`src/rph_pkg.sv`:
```
// Purpose: Shared constants and types for the radio packet handler.
// Assumes: One 100 MHz clock; registers reached over the serial register port.
// Notes: Offsets are register addresses on the serial port, six bits wide.
package rph_pkg;
  // ==========================================================
  // Register map
  localparam logic [5:0] REG_MAX_LEN = 6'h06;
  localparam logic [5:0] REG_PKT_CTRL_ONE = 6'h07;
  localparam logic [5:0] REG_PKT_CTRL_ZERO = 6'h08;
  localparam logic [5:0] REG_NODE_ADDR = 6'h09;
  localparam logic [7:0] RST_MAX_LEN = 8'hFF;
  localparam logic [7:0] RST_PKT_CTRL_ONE = 8'h04;
  localparam logic [7:0] RST_PKT_CTRL_ZERO = 8'h45;
  localparam logic [7:0] RST_NODE_ADDR = 8'h00;
  localparam logic [7:0] MASK_PKT_CTRL_ONE = 8'hEF;
  localparam logic [7:0] MASK_PKT_CTRL_ZERO = 8'h7F;
  // ==========================================================
  // Field positions
  localparam int PQT_LSB = 5;
  localparam int AUTOFLUSH_BIT = 3;
  localparam int APPEND_BIT = 2;
  localparam int ADR_MODE_LSB = 0;
  localparam int WHITE_BIT = 6;
  localparam int FMT_LSB = 4;
  localparam int COMPAT_BIT = 3;
  localparam int CRC_EN_BIT = 2;
  localparam int LEN_MODE_LSB = 0;
  localparam int SPI_RD_BIT = 7;
  localparam int SPI_BURST_BIT = 6;
  // ==========================================================
  // Codes and counts
  localparam logic [4:0] PQ_MAX = 5'h1F;
  localparam logic [4:0] PQ_DOWN = 5'h04;
  localparam logic [4:0] PQ_UP = 5'h01;
  localparam int PQT_SHIFT = 2;
  localparam logic [1:0] ADR_OFF = 2'h0;
  localparam logic [1:0] ADR_NO_BCAST = 2'h1;
  localparam logic [1:0] ADR_BCAST_LOW = 2'h2;
  localparam logic [1:0] ADR_BCAST_BOTH = 2'h3;
  localparam logic [7:0] BCAST_LOW = 8'h00;
  localparam logic [7:0] BCAST_HIGH = 8'hFF;
  localparam logic [1:0] FMT_FIFO = 2'h0;
  localparam logic [1:0] FMT_SERIAL_SYNC = 2'h1;
  localparam logic [1:0] FMT_PN9 = 2'h2;
  localparam logic [1:0] FMT_ASYNC = 2'h3;
  localparam logic [1:0] LEN_FIXED = 2'h0;
  localparam logic [1:0] LEN_VARIABLE = 2'h1;
  localparam logic [1:0] LEN_INFINITE = 2'h2;
  localparam logic [15:0] CRC_INIT = 16'hFFFF;
  localparam logic [15:0] CRC_POLY = 16'h8005;
  localparam logic [15:0] CRC_POLY_LEGACY = 16'h1021;
  localparam logic [8:0] PN9_SEED = 9'h1FF;
  localparam logic [3:0] SPI_HDR_LAST = 4'h7;
  localparam logic [3:0] SPI_DATA_FIRST = 4'h8;
  localparam logic [3:0] SPI_DATA_LAST = 4'hF;
  // ==========================================================
  // Types
  typedef enum logic [2:0] {
    RX_IDLE, RX_LEN, RX_ADDR, RX_DATA, RX_CRC_HI, RX_CRC_LO, RX_STAT_RSSI, RX_STAT_LQI
  } rph_rx_state_t;
  typedef struct packed {
    logic bit_valid;
    logic bit_val;
    logic sync_hit;
    logic byte_valid;
    logic [7:0] byte_data;
    logic end_frame;
  } rph_rx_in_t;
  typedef struct packed {
    logic valid;
    logic [7:0] data;
    logic flush;
  } rph_fifo_wr_t;
  typedef struct packed {
    logic [7:0] max_len;
    logic [7:0] ctrl_one;
    logic [7:0] ctrl_zero;
    logic [7:0] node_addr;
    logic [2:0] sclk_s;
    logic [1:0] csn_s;
    logic [1:0] si_s;
    logic [1:0] gp0_s;
    logic [3:0] spi_cnt;
    logic [7:0] spi_rx_sh;
    logic [7:0] spi_tx_sh;
    logic [5:0] spi_addr;
    logic spi_rd;
    logic spi_burst;
    logic spi_so;
    logic spi_so_oe;
    logic [4:0] pq;
    logic prev_bit;
    rph_rx_state_t rx_state;
    logic [7:0] rem;
    logic [7:0] len_hold;
    logic [7:0] pend_data;
    logic pend;
    logic [15:0] rx_crc;
    logic [8:0] rx_pn9;
    logic crc_ok;
    rph_fifo_wr_t fifo;
    logic sync_accept;
    logic packet_done;
    logic [15:0] tx_crc;
    logic tx_crc_append;
    logic [8:0] tx_pn9;
    logic tx_bit_out;
    logic rx_serial_out;
  } rph_state_t;
endpackage

```
`src/rph_packet_handler.sv`:
```
// Purpose: Packet handling for a radio transceiver: preamble quality, sync gate,
//   address filter, dewhitening, CRC, status append and data path selection.
// Assumes: Demodulator signals are on clk; received bytes are at least two
//   cycles apart; serial port pins and the transmit data pin are asynchronous.
// Notes: Serial port is mode 0; header bit 7 reads, bit 6 bursts.
`timescale 1ns/1ps
module rph_packet_handler #(
  parameter logic [15:0] LEGACY_CRC_POLY = rph_pkg::CRC_POLY_LEGACY
) (
  input wire logic clk,
  input wire logic rst,
  input wire logic spi_sclk,
  input wire logic spi_csn_n,
  input wire logic spi_si,
  output logic spi_so,
  output logic spi_so_oe,
  input wire rph_pkg::rph_rx_in_t rx_in,
  input wire logic [7:0] rssi_value,
  input wire logic [6:0] link_quality_value,
  output rph_pkg::rph_fifo_wr_t rx_fifo,
  output logic sync_accept,
  output logic packet_done,
  output logic crc_ok,
  input wire logic tx_start,
  input wire logic tx_byte_valid,
  input wire logic [7:0] tx_byte,
  output logic [15:0] tx_crc,
  output logic tx_crc_append,
  input wire logic tx_bit_req,
  input wire logic tx_fifo_bit,
  input wire logic general_output_pin_zero,
  output logic tx_bit_out,
  output logic rx_serial_out
);
  if (LEGACY_CRC_POLY[0] == 1'b0) begin : g_bad_poly
    $error("legacy CRC polynomial must have its constant term set");
  end

  // ==========================================================
  // Helpers
  function automatic logic [15:0] crc_byte(input logic [15:0] c, input logic [7:0] d,
                                           input logic [15:0] poly);
    logic [15:0] r;
    logic fb;
    r = c;
    for (int i = 7; i >= 0; i--) begin
      fb = r[15] ^ d[i];
      r = {r[14:0], 1'b0} ^ (fb ? poly : 16'h0000);
    end
    return r;
  endfunction

  function automatic logic [8:0] pn9_step(input logic [8:0] s);
    return {s[0] ^ s[5], s[8:1]};
  endfunction

  rph_pkg::rph_state_t st_ff;
  rph_pkg::rph_state_t nxt_st;

  // Configuration fields.
  logic [2:0] preamble_quality_threshold;
  logic autoflush;
  logic append;
  logic [1:0] adr_mode;
  logic white;
  logic [1:0] fmt;
  logic compat;
  logic crc_en;
  logic [1:0] len_mode;
  logic [15:0] poly;
  logic sync_ok;
  logic [7:0] rx_d;
  logic addr_match;
  assign preamble_quality_threshold = st_ff.ctrl_one[rph_pkg::PQT_LSB +: 3];
  assign autoflush = st_ff.ctrl_one[rph_pkg::AUTOFLUSH_BIT];
  assign append = st_ff.ctrl_one[rph_pkg::APPEND_BIT];
  assign adr_mode = st_ff.ctrl_one[rph_pkg::ADR_MODE_LSB +: 2];
  assign white = st_ff.ctrl_zero[rph_pkg::WHITE_BIT];
  assign fmt = st_ff.ctrl_zero[rph_pkg::FMT_LSB +: 2];
  assign compat = st_ff.ctrl_zero[rph_pkg::COMPAT_BIT];
  assign crc_en = st_ff.ctrl_zero[rph_pkg::CRC_EN_BIT];
  assign len_mode = st_ff.ctrl_zero[rph_pkg::LEN_MODE_LSB +: 2];
  // The legacy polynomial is a separate constant so both checks stay available.
  assign poly = compat ? LEGACY_CRC_POLY : rph_pkg::CRC_POLY;
  assign sync_ok = (preamble_quality_threshold == 3'h0) || (st_ff.pq >= (5'(preamble_quality_threshold) << rph_pkg::PQT_SHIFT));
  assign rx_d = white ? (rx_in.byte_data ^ st_ff.rx_pn9[7:0]) : rx_in.byte_data;
  assign addr_match = (rx_d == st_ff.node_addr) ||
    (adr_mode[1] && rx_d == rph_pkg::BCAST_LOW) ||
    (adr_mode == rph_pkg::ADR_BCAST_BOTH && rx_d == rph_pkg::BCAST_HIGH);

  // ==========================================================
  // Next state
  always_comb begin
    logic [7:0] sh;
    logic [5:0] raddr;
    logic [7:0] rdata;
    logic load;
    logic go_tail;
    logic fin;
    logic ok_v;
    logic [15:0] c_v;
    sh = 8'h00;
    raddr = st_ff.spi_addr;
    rdata = 8'h00;
    load = 1'b0;
    go_tail = 1'b0;
    fin = 1'b0;
    ok_v = st_ff.crc_ok;
    c_v = crc_byte(st_ff.rx_crc, rx_d, poly);
    nxt_st = st_ff;
    nxt_st.sclk_s = {st_ff.sclk_s[1:0], spi_sclk};
    nxt_st.csn_s = {st_ff.csn_s[0], spi_csn_n};
    nxt_st.si_s = {st_ff.si_s[0], spi_si};
    nxt_st.gp0_s = {st_ff.gp0_s[0], general_output_pin_zero};
    nxt_st.fifo = '0;
    nxt_st.sync_accept = 1'b0;
    nxt_st.packet_done = 1'b0;

    // Serial register port. Sample on rising clock, shift out on falling.
    nxt_st.spi_so_oe = ~st_ff.csn_s[1];
    if (st_ff.csn_s[1]) begin
      nxt_st.spi_cnt = 4'h0;
    end else if (st_ff.sclk_s[1] && !st_ff.sclk_s[2]) begin
      sh = {st_ff.spi_rx_sh[6:0], st_ff.si_s[1]};
      nxt_st.spi_rx_sh = sh;
      if (st_ff.spi_cnt == rph_pkg::SPI_HDR_LAST) begin
        nxt_st.spi_rd = sh[rph_pkg::SPI_RD_BIT];
        nxt_st.spi_burst = sh[rph_pkg::SPI_BURST_BIT];
        nxt_st.spi_addr = sh[5:0];
        raddr = sh[5:0];
        load = 1'b1;
        nxt_st.spi_cnt = rph_pkg::SPI_DATA_FIRST;
      end else if (st_ff.spi_cnt == rph_pkg::SPI_DATA_LAST) begin
        if (!st_ff.spi_rd) begin
          case (st_ff.spi_addr)
            rph_pkg::REG_MAX_LEN: nxt_st.max_len = sh;
            rph_pkg::REG_PKT_CTRL_ONE: nxt_st.ctrl_one = sh & rph_pkg::MASK_PKT_CTRL_ONE;
            rph_pkg::REG_PKT_CTRL_ZERO: nxt_st.ctrl_zero = sh & rph_pkg::MASK_PKT_CTRL_ZERO;
            rph_pkg::REG_NODE_ADDR: nxt_st.node_addr = sh;
            default: ;
          endcase
        end
        if (st_ff.spi_burst) begin
          raddr = st_ff.spi_addr + 6'h01;
        end
        nxt_st.spi_addr = raddr;
        load = 1'b1;
        nxt_st.spi_cnt = rph_pkg::SPI_DATA_FIRST;
      end else begin
        nxt_st.spi_cnt = st_ff.spi_cnt + 4'h1;
      end
    end else if (!st_ff.sclk_s[1] && st_ff.sclk_s[2] &&
                 st_ff.spi_cnt > rph_pkg::SPI_DATA_FIRST) begin
      nxt_st.spi_tx_sh = {st_ff.spi_tx_sh[6:0], 1'b0};
      nxt_st.spi_so = st_ff.spi_tx_sh[6];
    end
    // Unmapped addresses read as zero; reserved bits are held at zero on write.
    case (raddr)
      rph_pkg::REG_MAX_LEN: rdata = st_ff.max_len;
      rph_pkg::REG_PKT_CTRL_ONE: rdata = st_ff.ctrl_one;
      rph_pkg::REG_PKT_CTRL_ZERO: rdata = st_ff.ctrl_zero;
      rph_pkg::REG_NODE_ADDR: rdata = st_ff.node_addr;
      default: rdata = 8'h00;
    endcase
    if (load) begin
      nxt_st.spi_tx_sh = rdata;
      nxt_st.spi_so = rdata[7];
    end

    // Preamble quality and transparent receive output.
    if (rx_in.bit_valid) begin
      nxt_st.prev_bit = rx_in.bit_val;
      if (rx_in.bit_val != st_ff.prev_bit) begin
        nxt_st.pq = (st_ff.pq == rph_pkg::PQ_MAX) ? st_ff.pq : st_ff.pq + rph_pkg::PQ_UP;
      end else begin
        nxt_st.pq = (st_ff.pq < rph_pkg::PQ_DOWN) ? 5'h00 : st_ff.pq - rph_pkg::PQ_DOWN;
      end
      nxt_st.rx_serial_out = fmt[0] & rx_in.bit_val;
    end

    // Receive packet engine. A pending address byte is written one cycle late.
    if (st_ff.pend) begin
      nxt_st.fifo.valid = 1'b1;
      nxt_st.fifo.data = st_ff.pend_data;
      nxt_st.pend = 1'b0;
    end
    if (rx_in.end_frame && st_ff.rx_state != rph_pkg::RX_IDLE &&
        st_ff.rx_state != rph_pkg::RX_STAT_RSSI && st_ff.rx_state != rph_pkg::RX_STAT_LQI) begin
      if (len_mode == rph_pkg::LEN_INFINITE && st_ff.rx_state == rph_pkg::RX_DATA) begin
        nxt_st.packet_done = 1'b1;
      end
      nxt_st.rx_state = rph_pkg::RX_IDLE;
    end else begin
      case (st_ff.rx_state)
        rph_pkg::RX_IDLE: begin
          if (rx_in.sync_hit && sync_ok && !fmt[0]) begin
            nxt_st.sync_accept = 1'b1;
            nxt_st.rx_pn9 = rph_pkg::PN9_SEED;
            nxt_st.rx_crc = rph_pkg::CRC_INIT;
            nxt_st.crc_ok = 1'b0;
            nxt_st.rem = st_ff.max_len;
            if (len_mode == rph_pkg::LEN_VARIABLE) begin
              nxt_st.rx_state = rph_pkg::RX_LEN;
            end else if (adr_mode != rph_pkg::ADR_OFF) begin
              nxt_st.rx_state = rph_pkg::RX_ADDR;
            end else begin
              nxt_st.rx_state = rph_pkg::RX_DATA;
            end
          end
        end
        rph_pkg::RX_LEN: begin
          if (rx_in.byte_valid) begin
            nxt_st.rx_crc = c_v;
            nxt_st.rem = rx_d;
            nxt_st.len_hold = rx_d;
            if (rx_d > st_ff.max_len) begin
              nxt_st.rx_state = rph_pkg::RX_IDLE;
            end else if (adr_mode != rph_pkg::ADR_OFF && rx_d != 8'h00) begin
              nxt_st.rx_state = rph_pkg::RX_ADDR;
            end else begin
              nxt_st.fifo.valid = 1'b1;
              nxt_st.fifo.data = rx_d;
              nxt_st.rx_state = rph_pkg::RX_DATA;
              go_tail = (rx_d == 8'h00);
            end
          end
        end
        rph_pkg::RX_ADDR: begin
          if (rx_in.byte_valid) begin
            nxt_st.rx_crc = c_v;
            if (!addr_match) begin
              nxt_st.rx_state = rph_pkg::RX_IDLE;
            end else begin
              nxt_st.fifo.valid = 1'b1;
              nxt_st.rem = st_ff.rem - 8'h01;
              nxt_st.rx_state = rph_pkg::RX_DATA;
              go_tail = (st_ff.rem == 8'h01) && len_mode != rph_pkg::LEN_INFINITE;
              if (len_mode == rph_pkg::LEN_VARIABLE) begin
                nxt_st.fifo.data = st_ff.len_hold;
                nxt_st.pend = 1'b1;
                nxt_st.pend_data = rx_d;
              end else begin
                nxt_st.fifo.data = rx_d;
              end
            end
          end
        end
        rph_pkg::RX_DATA: begin
          if (rx_in.byte_valid) begin
            nxt_st.rx_crc = c_v;
            nxt_st.fifo.valid = 1'b1;
            nxt_st.fifo.data = rx_d;
            nxt_st.rem = st_ff.rem - 8'h01;
            go_tail = (st_ff.rem == 8'h01) && len_mode != rph_pkg::LEN_INFINITE;
          end
        end
        rph_pkg::RX_CRC_HI: begin
          if (rx_in.byte_valid) begin
            nxt_st.rx_crc = c_v;
            nxt_st.rx_state = rph_pkg::RX_CRC_LO;
          end
        end
        rph_pkg::RX_CRC_LO: begin
          if (rx_in.byte_valid) begin
            // A clean packet leaves a zero remainder after its own check bytes.
            ok_v = (c_v == 16'h0000);
            nxt_st.crc_ok = ok_v;
            if (append) begin
              nxt_st.rx_state = rph_pkg::RX_STAT_RSSI;
            end else begin
              fin = 1'b1;
            end
          end
        end
        rph_pkg::RX_STAT_RSSI: begin
          // A late address byte owns the write port this cycle, so the status waits.
          if (!st_ff.pend) begin
            nxt_st.fifo.valid = 1'b1;
            nxt_st.fifo.data = rssi_value;
            nxt_st.rx_state = rph_pkg::RX_STAT_LQI;
          end
        end
        rph_pkg::RX_STAT_LQI: begin
          nxt_st.fifo.valid = 1'b1;
          nxt_st.fifo.data = {st_ff.crc_ok, link_quality_value};
          fin = 1'b1;
        end
        default: nxt_st.rx_state = rph_pkg::RX_IDLE;
      endcase
      if (rx_in.byte_valid && st_ff.rx_state != rph_pkg::RX_IDLE) begin
        nxt_st.rx_pn9 = pn9_step(pn9_step(pn9_step(pn9_step(
          pn9_step(pn9_step(pn9_step(pn9_step(st_ff.rx_pn9))))))));
      end
      if (go_tail) begin
        if (crc_en) begin
          nxt_st.rx_state = rph_pkg::RX_CRC_HI;
        end else if (append) begin
          nxt_st.rx_state = rph_pkg::RX_STAT_RSSI;
        end else begin
          fin = 1'b1;
        end
      end
      if (fin) begin
        nxt_st.packet_done = 1'b1;
        nxt_st.fifo.flush = autoflush & crc_en & ~ok_v;
        nxt_st.rx_state = rph_pkg::RX_IDLE;
      end
    end

    // Transmit side: check word and bit source.
    nxt_st.tx_crc_append = crc_en;
    if (tx_start) begin
      nxt_st.tx_crc = rph_pkg::CRC_INIT;
    end else if (tx_byte_valid && crc_en) begin
      nxt_st.tx_crc = crc_byte(st_ff.tx_crc, tx_byte, poly);
    end
    if (tx_bit_req) begin
      case (fmt)
        rph_pkg::FMT_FIFO: nxt_st.tx_bit_out = tx_fifo_bit;
        rph_pkg::FMT_PN9: begin
          nxt_st.tx_bit_out = st_ff.tx_pn9[0];
          nxt_st.tx_pn9 = pn9_step(st_ff.tx_pn9);
        end
        default: nxt_st.tx_bit_out = st_ff.gp0_s[1];
      endcase
    end
  end

  always_ff @(posedge clk or posedge rst) begin
    if (rst) begin
      st_ff <= '0;
      st_ff.max_len <= rph_pkg::RST_MAX_LEN;
      st_ff.ctrl_one <= rph_pkg::RST_PKT_CTRL_ONE;
      st_ff.ctrl_zero <= rph_pkg::RST_PKT_CTRL_ZERO;
      st_ff.node_addr <= rph_pkg::RST_NODE_ADDR;
      st_ff.sclk_s <= 3'h0;
      st_ff.csn_s <= 2'h3;
      st_ff.rx_pn9 <= rph_pkg::PN9_SEED;
      st_ff.tx_pn9 <= rph_pkg::PN9_SEED;
      st_ff.rx_crc <= rph_pkg::CRC_INIT;
      st_ff.tx_crc <= rph_pkg::CRC_INIT;
      st_ff.rx_state <= rph_pkg::RX_IDLE;
    end else begin
      st_ff <= nxt_st;
    end
  end

  assign spi_so = st_ff.spi_so;
  assign spi_so_oe = st_ff.spi_so_oe;
  assign rx_fifo = st_ff.fifo;
  assign sync_accept = st_ff.sync_accept;
  assign packet_done = st_ff.packet_done;
  assign crc_ok = st_ff.crc_ok;
  assign tx_crc = st_ff.tx_crc;
  assign tx_crc_append = st_ff.tx_crc_append;
  assign tx_bit_out = st_ff.tx_bit_out;
  assign rx_serial_out = st_ff.rx_serial_out;

  logic [15:0] c_v_chk;
  assign c_v_chk = crc_byte(st_ff.rx_crc, rx_d, poly);
endmodule

```
`config.mk`:
```
export PLATFORM = sky130hd
export DESIGN_NAME = rph_packet_handler
export DESIGN_NICKNAME = d
export VERILOG_FILES = /design/src/rph_pkg.sv /design/src/rph_packet_handler.sv
export SDC_FILE = /design/constraint.sdc
export NUM_CORES = 1
export LEC_CHECK = 0
export ABC_AREA = 1
export BUFFER_PORTS_ARGS = -buffer_cell sky130_fd_sc_hd__buf_2
export CAP_MARGIN = 20
export CORE_AREA = 3 3 149 209
export DETAILED_ROUTE_END_ITERATION = 6
export DIE_AREA = 0 0 152 212
export HOLD_SLACK_MARGIN = 0.1
export SLEW_MARGIN = 20
export SYNTH_ARGS = -nofsm -noshare
export SYNTH_HDL_FRONTEND = slang
export SYNTH_SLANG_ARGS = --single-unit
```
`constraint.sdc`:
```
create_clock -name clk -period 5.4 [get_ports clk]
set_input_delay 0.54 -clock clk [delete_from_list [all_inputs] [get_ports clk]]
set_output_delay 0.54 -clock clk [all_outputs]
set_load 0.02 [all_outputs]
```
==> results.yml <==
clocking:
  tritoncts: "yes"
  clk_latency_ns: 0.45
  post-cts-setup-buffers: 0
  cts.sinks: 167
  cts-root-buf: "clkbuf_16"
  cts_buffers: 17
  clockBufferDepth: 2
  clkTransAtPathRegs_ns: 0.07
  ctsHoldBuffers: 0
  cts-resized-gates: 0
  htree_levels: 4
floorplan:
  rows: 74
  dieArea_mm2: 0.0322
  core_area_mm2: 0.0293
  io_pins: 80
  start_util_pct: 34.9
  die_y_um: 212
  die_x_um: 152
setup_path:
  cp_max_fo: 12
  cp-endpoint: "rx_fifo[0]$_DFF_PP0_"
  r2r_cells: 20
  reg2reg_setup_slack_ns: 1.53
  critPathKind: "flip-flop to flip-flop"
  required_ns: 5.77
  rr_endpoint: "rx_fifo[0]$_DFF_PP0_"
  crit_chain: "inv_1 -> o21ai_0 -> nand2_1 -> inv_1 -> ha_1 -> inv_1 -> a21oi_1 -> o21ai_0 -> nand2_1 -> o211ai_1 -> nand2_1 -> nand2_1 -> nand2_1 -> inv_1 -> nor4_1 -> nand3_1 -> nand2_1 -> nand2_1 -> a2111o_1 -> a21oi_1"
  crit_top_cell: "nand2_1"
  crit_slowest_cell: "dfstp_2"
  crit_arrival_ns: 4.23
  critPathCaptureType: "flip-flop"
  slowest_delay_ns: 0.66
  crit_path_start_kind: "flip-flop"
  timing.rr.start: "st_ff[153]$_DFFE_PP1P_"
  crit_start: "st_ff[153]$_DFFE_PP1P_"
global_routing:
  grt_overflow: 0
  grt_pass1_wl_um: 46600
  antenna_found_initial: 1
  grt_pass1_vias: 8819
  grt_max_degree: 78
  grt.total_usage_pct: 18.0
place:
  pre_cts_slack_ns: 1.64
  port_buffers: 79
  dp_hpwl_um: 21700
  gp_congestion: 0.944
timing:
  slew_headroom_pct: 41.6
  max_freq_mhz: 259
  fin_skew_ns: 0.0155
  rsz0062_at_grt: "no"
  finalSetupViolCount: 0
  finalWorstSetupSlack_ns: 1.53
  final_hold_viol_count: 0
  fin_crit_ns: 3.87
  drv_slew: 0
  fin_setup_tns_ns: 0
  tightest_slew_ns: 0.873
  fin_crit_sh_pct: 71.6
routing:
  drc: 13
  post_drt_via_cell_ratio: 5.12
  drt-total-wl_um: 28800
  ant_nets: 0
  first_pass_iters: 7
  drt-initial-drc-count: 692
  vias: 8879
  routedWlPerCell_um: 16.6
pwr:
  vdd_drop_max_mv: 0.259
  leakage_nw: 5.28
  powerDensity_mw_per_mm2: 427
  total_power_mw: 4.88
logic_synthesis:
  synth_fp_nets: 1359
  synth-edff-count: 0
  synth_area_leaders: "dfrtp_1, dfstp_2, nand2_1"
  yosysMostFrequentCell: "nand2_1"
  synth-compound-area-share_pct: 16.4
  synthCells: 1289
  ys_seq_elements: 167
  netlist.area_leader.share_pct: 25.3
  synthMuxAreaShare_pct: 0.196
  synthSimpleGateAreaFrac_pct: 22.6
  netlist_area_mm2: 0.0102
  synth_ff_type: "dfrtp_1"
  ys_seq_area_share_pct: 41.7
  ys_warn_count: 0
  yosysUniqueCellTypes: 49
  synth_common_cells: "nand2_1, inv_1, o21ai_0, dfrtp_1, nor2_1"
  synth-xor-area-share_pct: 5.90
  synth_fa_ha_area_share_pct: 2.94
  synth_top_family_by_area: "simple AND/OR/NAND/NOR gates"
  syn_area_per_cell_um2: 7.92
  synth.largest_area_cell: "dfrtp_1"
  ys_async_sr_fraction_pct: 100
final_layout:
  antenna_cells: 0
  drive_gt1_share_pct: 17.6
  area_growth_pct: 12.0
  layout.area.seq_mm2: 0.00426
  multi_input_area_mm2: 0.00491
  fill_cells: 3079
  fin_nets: 1412
min_path:
  hold_path.class: "input pin to flip-flop"
  min_from: "spi_si"
run_status:
  outcome: "finished with violations"
  violations: "DRC"
run:
  drv_cap: 0
-- per-stage QoR --
step / hold WS, ns / std cells / area, µm² / utilization, %
final: 0.197 / 1735 / 11400 / 39.1
after global placement: 0.334 / 1703 / 10800 / 37.0
after global routing: 0.189 / 1735 / 11400 / 39.1
after detailed placement: 0.337 / 1703 / 10800 / 37.0
after CTS: 0.182 / 1735 / 11400 / 39.1
after floorplan: 0.331 / 1289 / 10200 / -
-- sequential cells by signal, indices dropped and copies added (netlist names), 2 cells and up --
signal                      count
nxt_st                          5
len_mode                        2
preamble_quality_threshold      3
rx_fifo                        10
adr_mode                        2
st_ff                         115
fmt                             2
tx_crc                         16
-- worst min-delay path by stage --
stage / to / slack [ns] / cells after the start
3_3_place_gp: st_ff[131]$_DFF_PP0_ / 0.33 / 0
5_1_grt: nxt_st[131]$_DFF_PP0_ / 0.19 / 1
3_5_place_dp: st_ff[131]$_DFF_PP0_ / 0.34 / 0
6_report: nxt_st[133]$_DFF_PP0_ / 0.20 / 1
4_1_cts: nxt_st[133]$_DFF_PP0_ / 0.18 / 1
2_1_floorplan: nxt_st[138]$_DFF_PP0_ / 0.33 / 0
-- worst max-delay path: cells and delay by family, from the launching register on --
family / cells / cell delay, ns
DFF: 1 / 0.66
AOI/OAI and AO/OA: 6 / 0.94
adders and majority gates: 1 / 0.19
and+or+nand+nor: 9 / 1.49
buffers and inverters: 4 / 0.53
-- where the power goes --
part           internal, mW  switching (mW)
logic                 0.639            1.29
clock network         0.720           0.567
registers              1.52           0.146
total                  2.88            2.00
-- logic make-up (layout without fill, tap and decap cells) --
family / after synthesis / after routing
AND/OR/NAND/NOR: 503 / 503
AO/OA/AOI/OAI: 280 / 280
buffers and inverters: 246 / 312
flip-flops: 167 / 167
XOR/XNOR: 67 / 67
adder cells (fa/ha/maj): 24 / 24
multiplexers: 2 / 2
-- per-layer routing --
metal / GRT usage [%] / share of wire [%]
met1: 21.1 / 41
met2: 32.8 / 51
met3: 3.42 / 4.8
met4: 6.30 / 2.8
met5: 0 / 0.045
-- area by class of cell --
class | instances | area share, %
Multi-Input combinational cell | 876 | 42.9
Sequential cell | 167 | 37.2
Inverter | 192 | 6.35
Tap cell | 380 | 4.16
Timing Repair Buffer | 88 | 4.05
Clock buffer | 19 | 3.96
Clock inverter | 13 | 1.35
-- placed cells by master, fill, tap and decap left out, drive strengths merged, types with 15 or more instances in the layout --
cell type  Yosys  final
a21oi         46     46
a22oi         29     29
buf           31     88
clkbuf        23     19
dfrtp        103    103
dfstp         64     64
ha            24     24
inv          186    194
nand2        311    311
nand3         65     65
nand4         15     15
nor2          72     72
o211ai        15     15
o21ai        125    125
o22ai         25     25
xnor2         17     17
xor2          50     50
(Power assumes the default switching activity.)
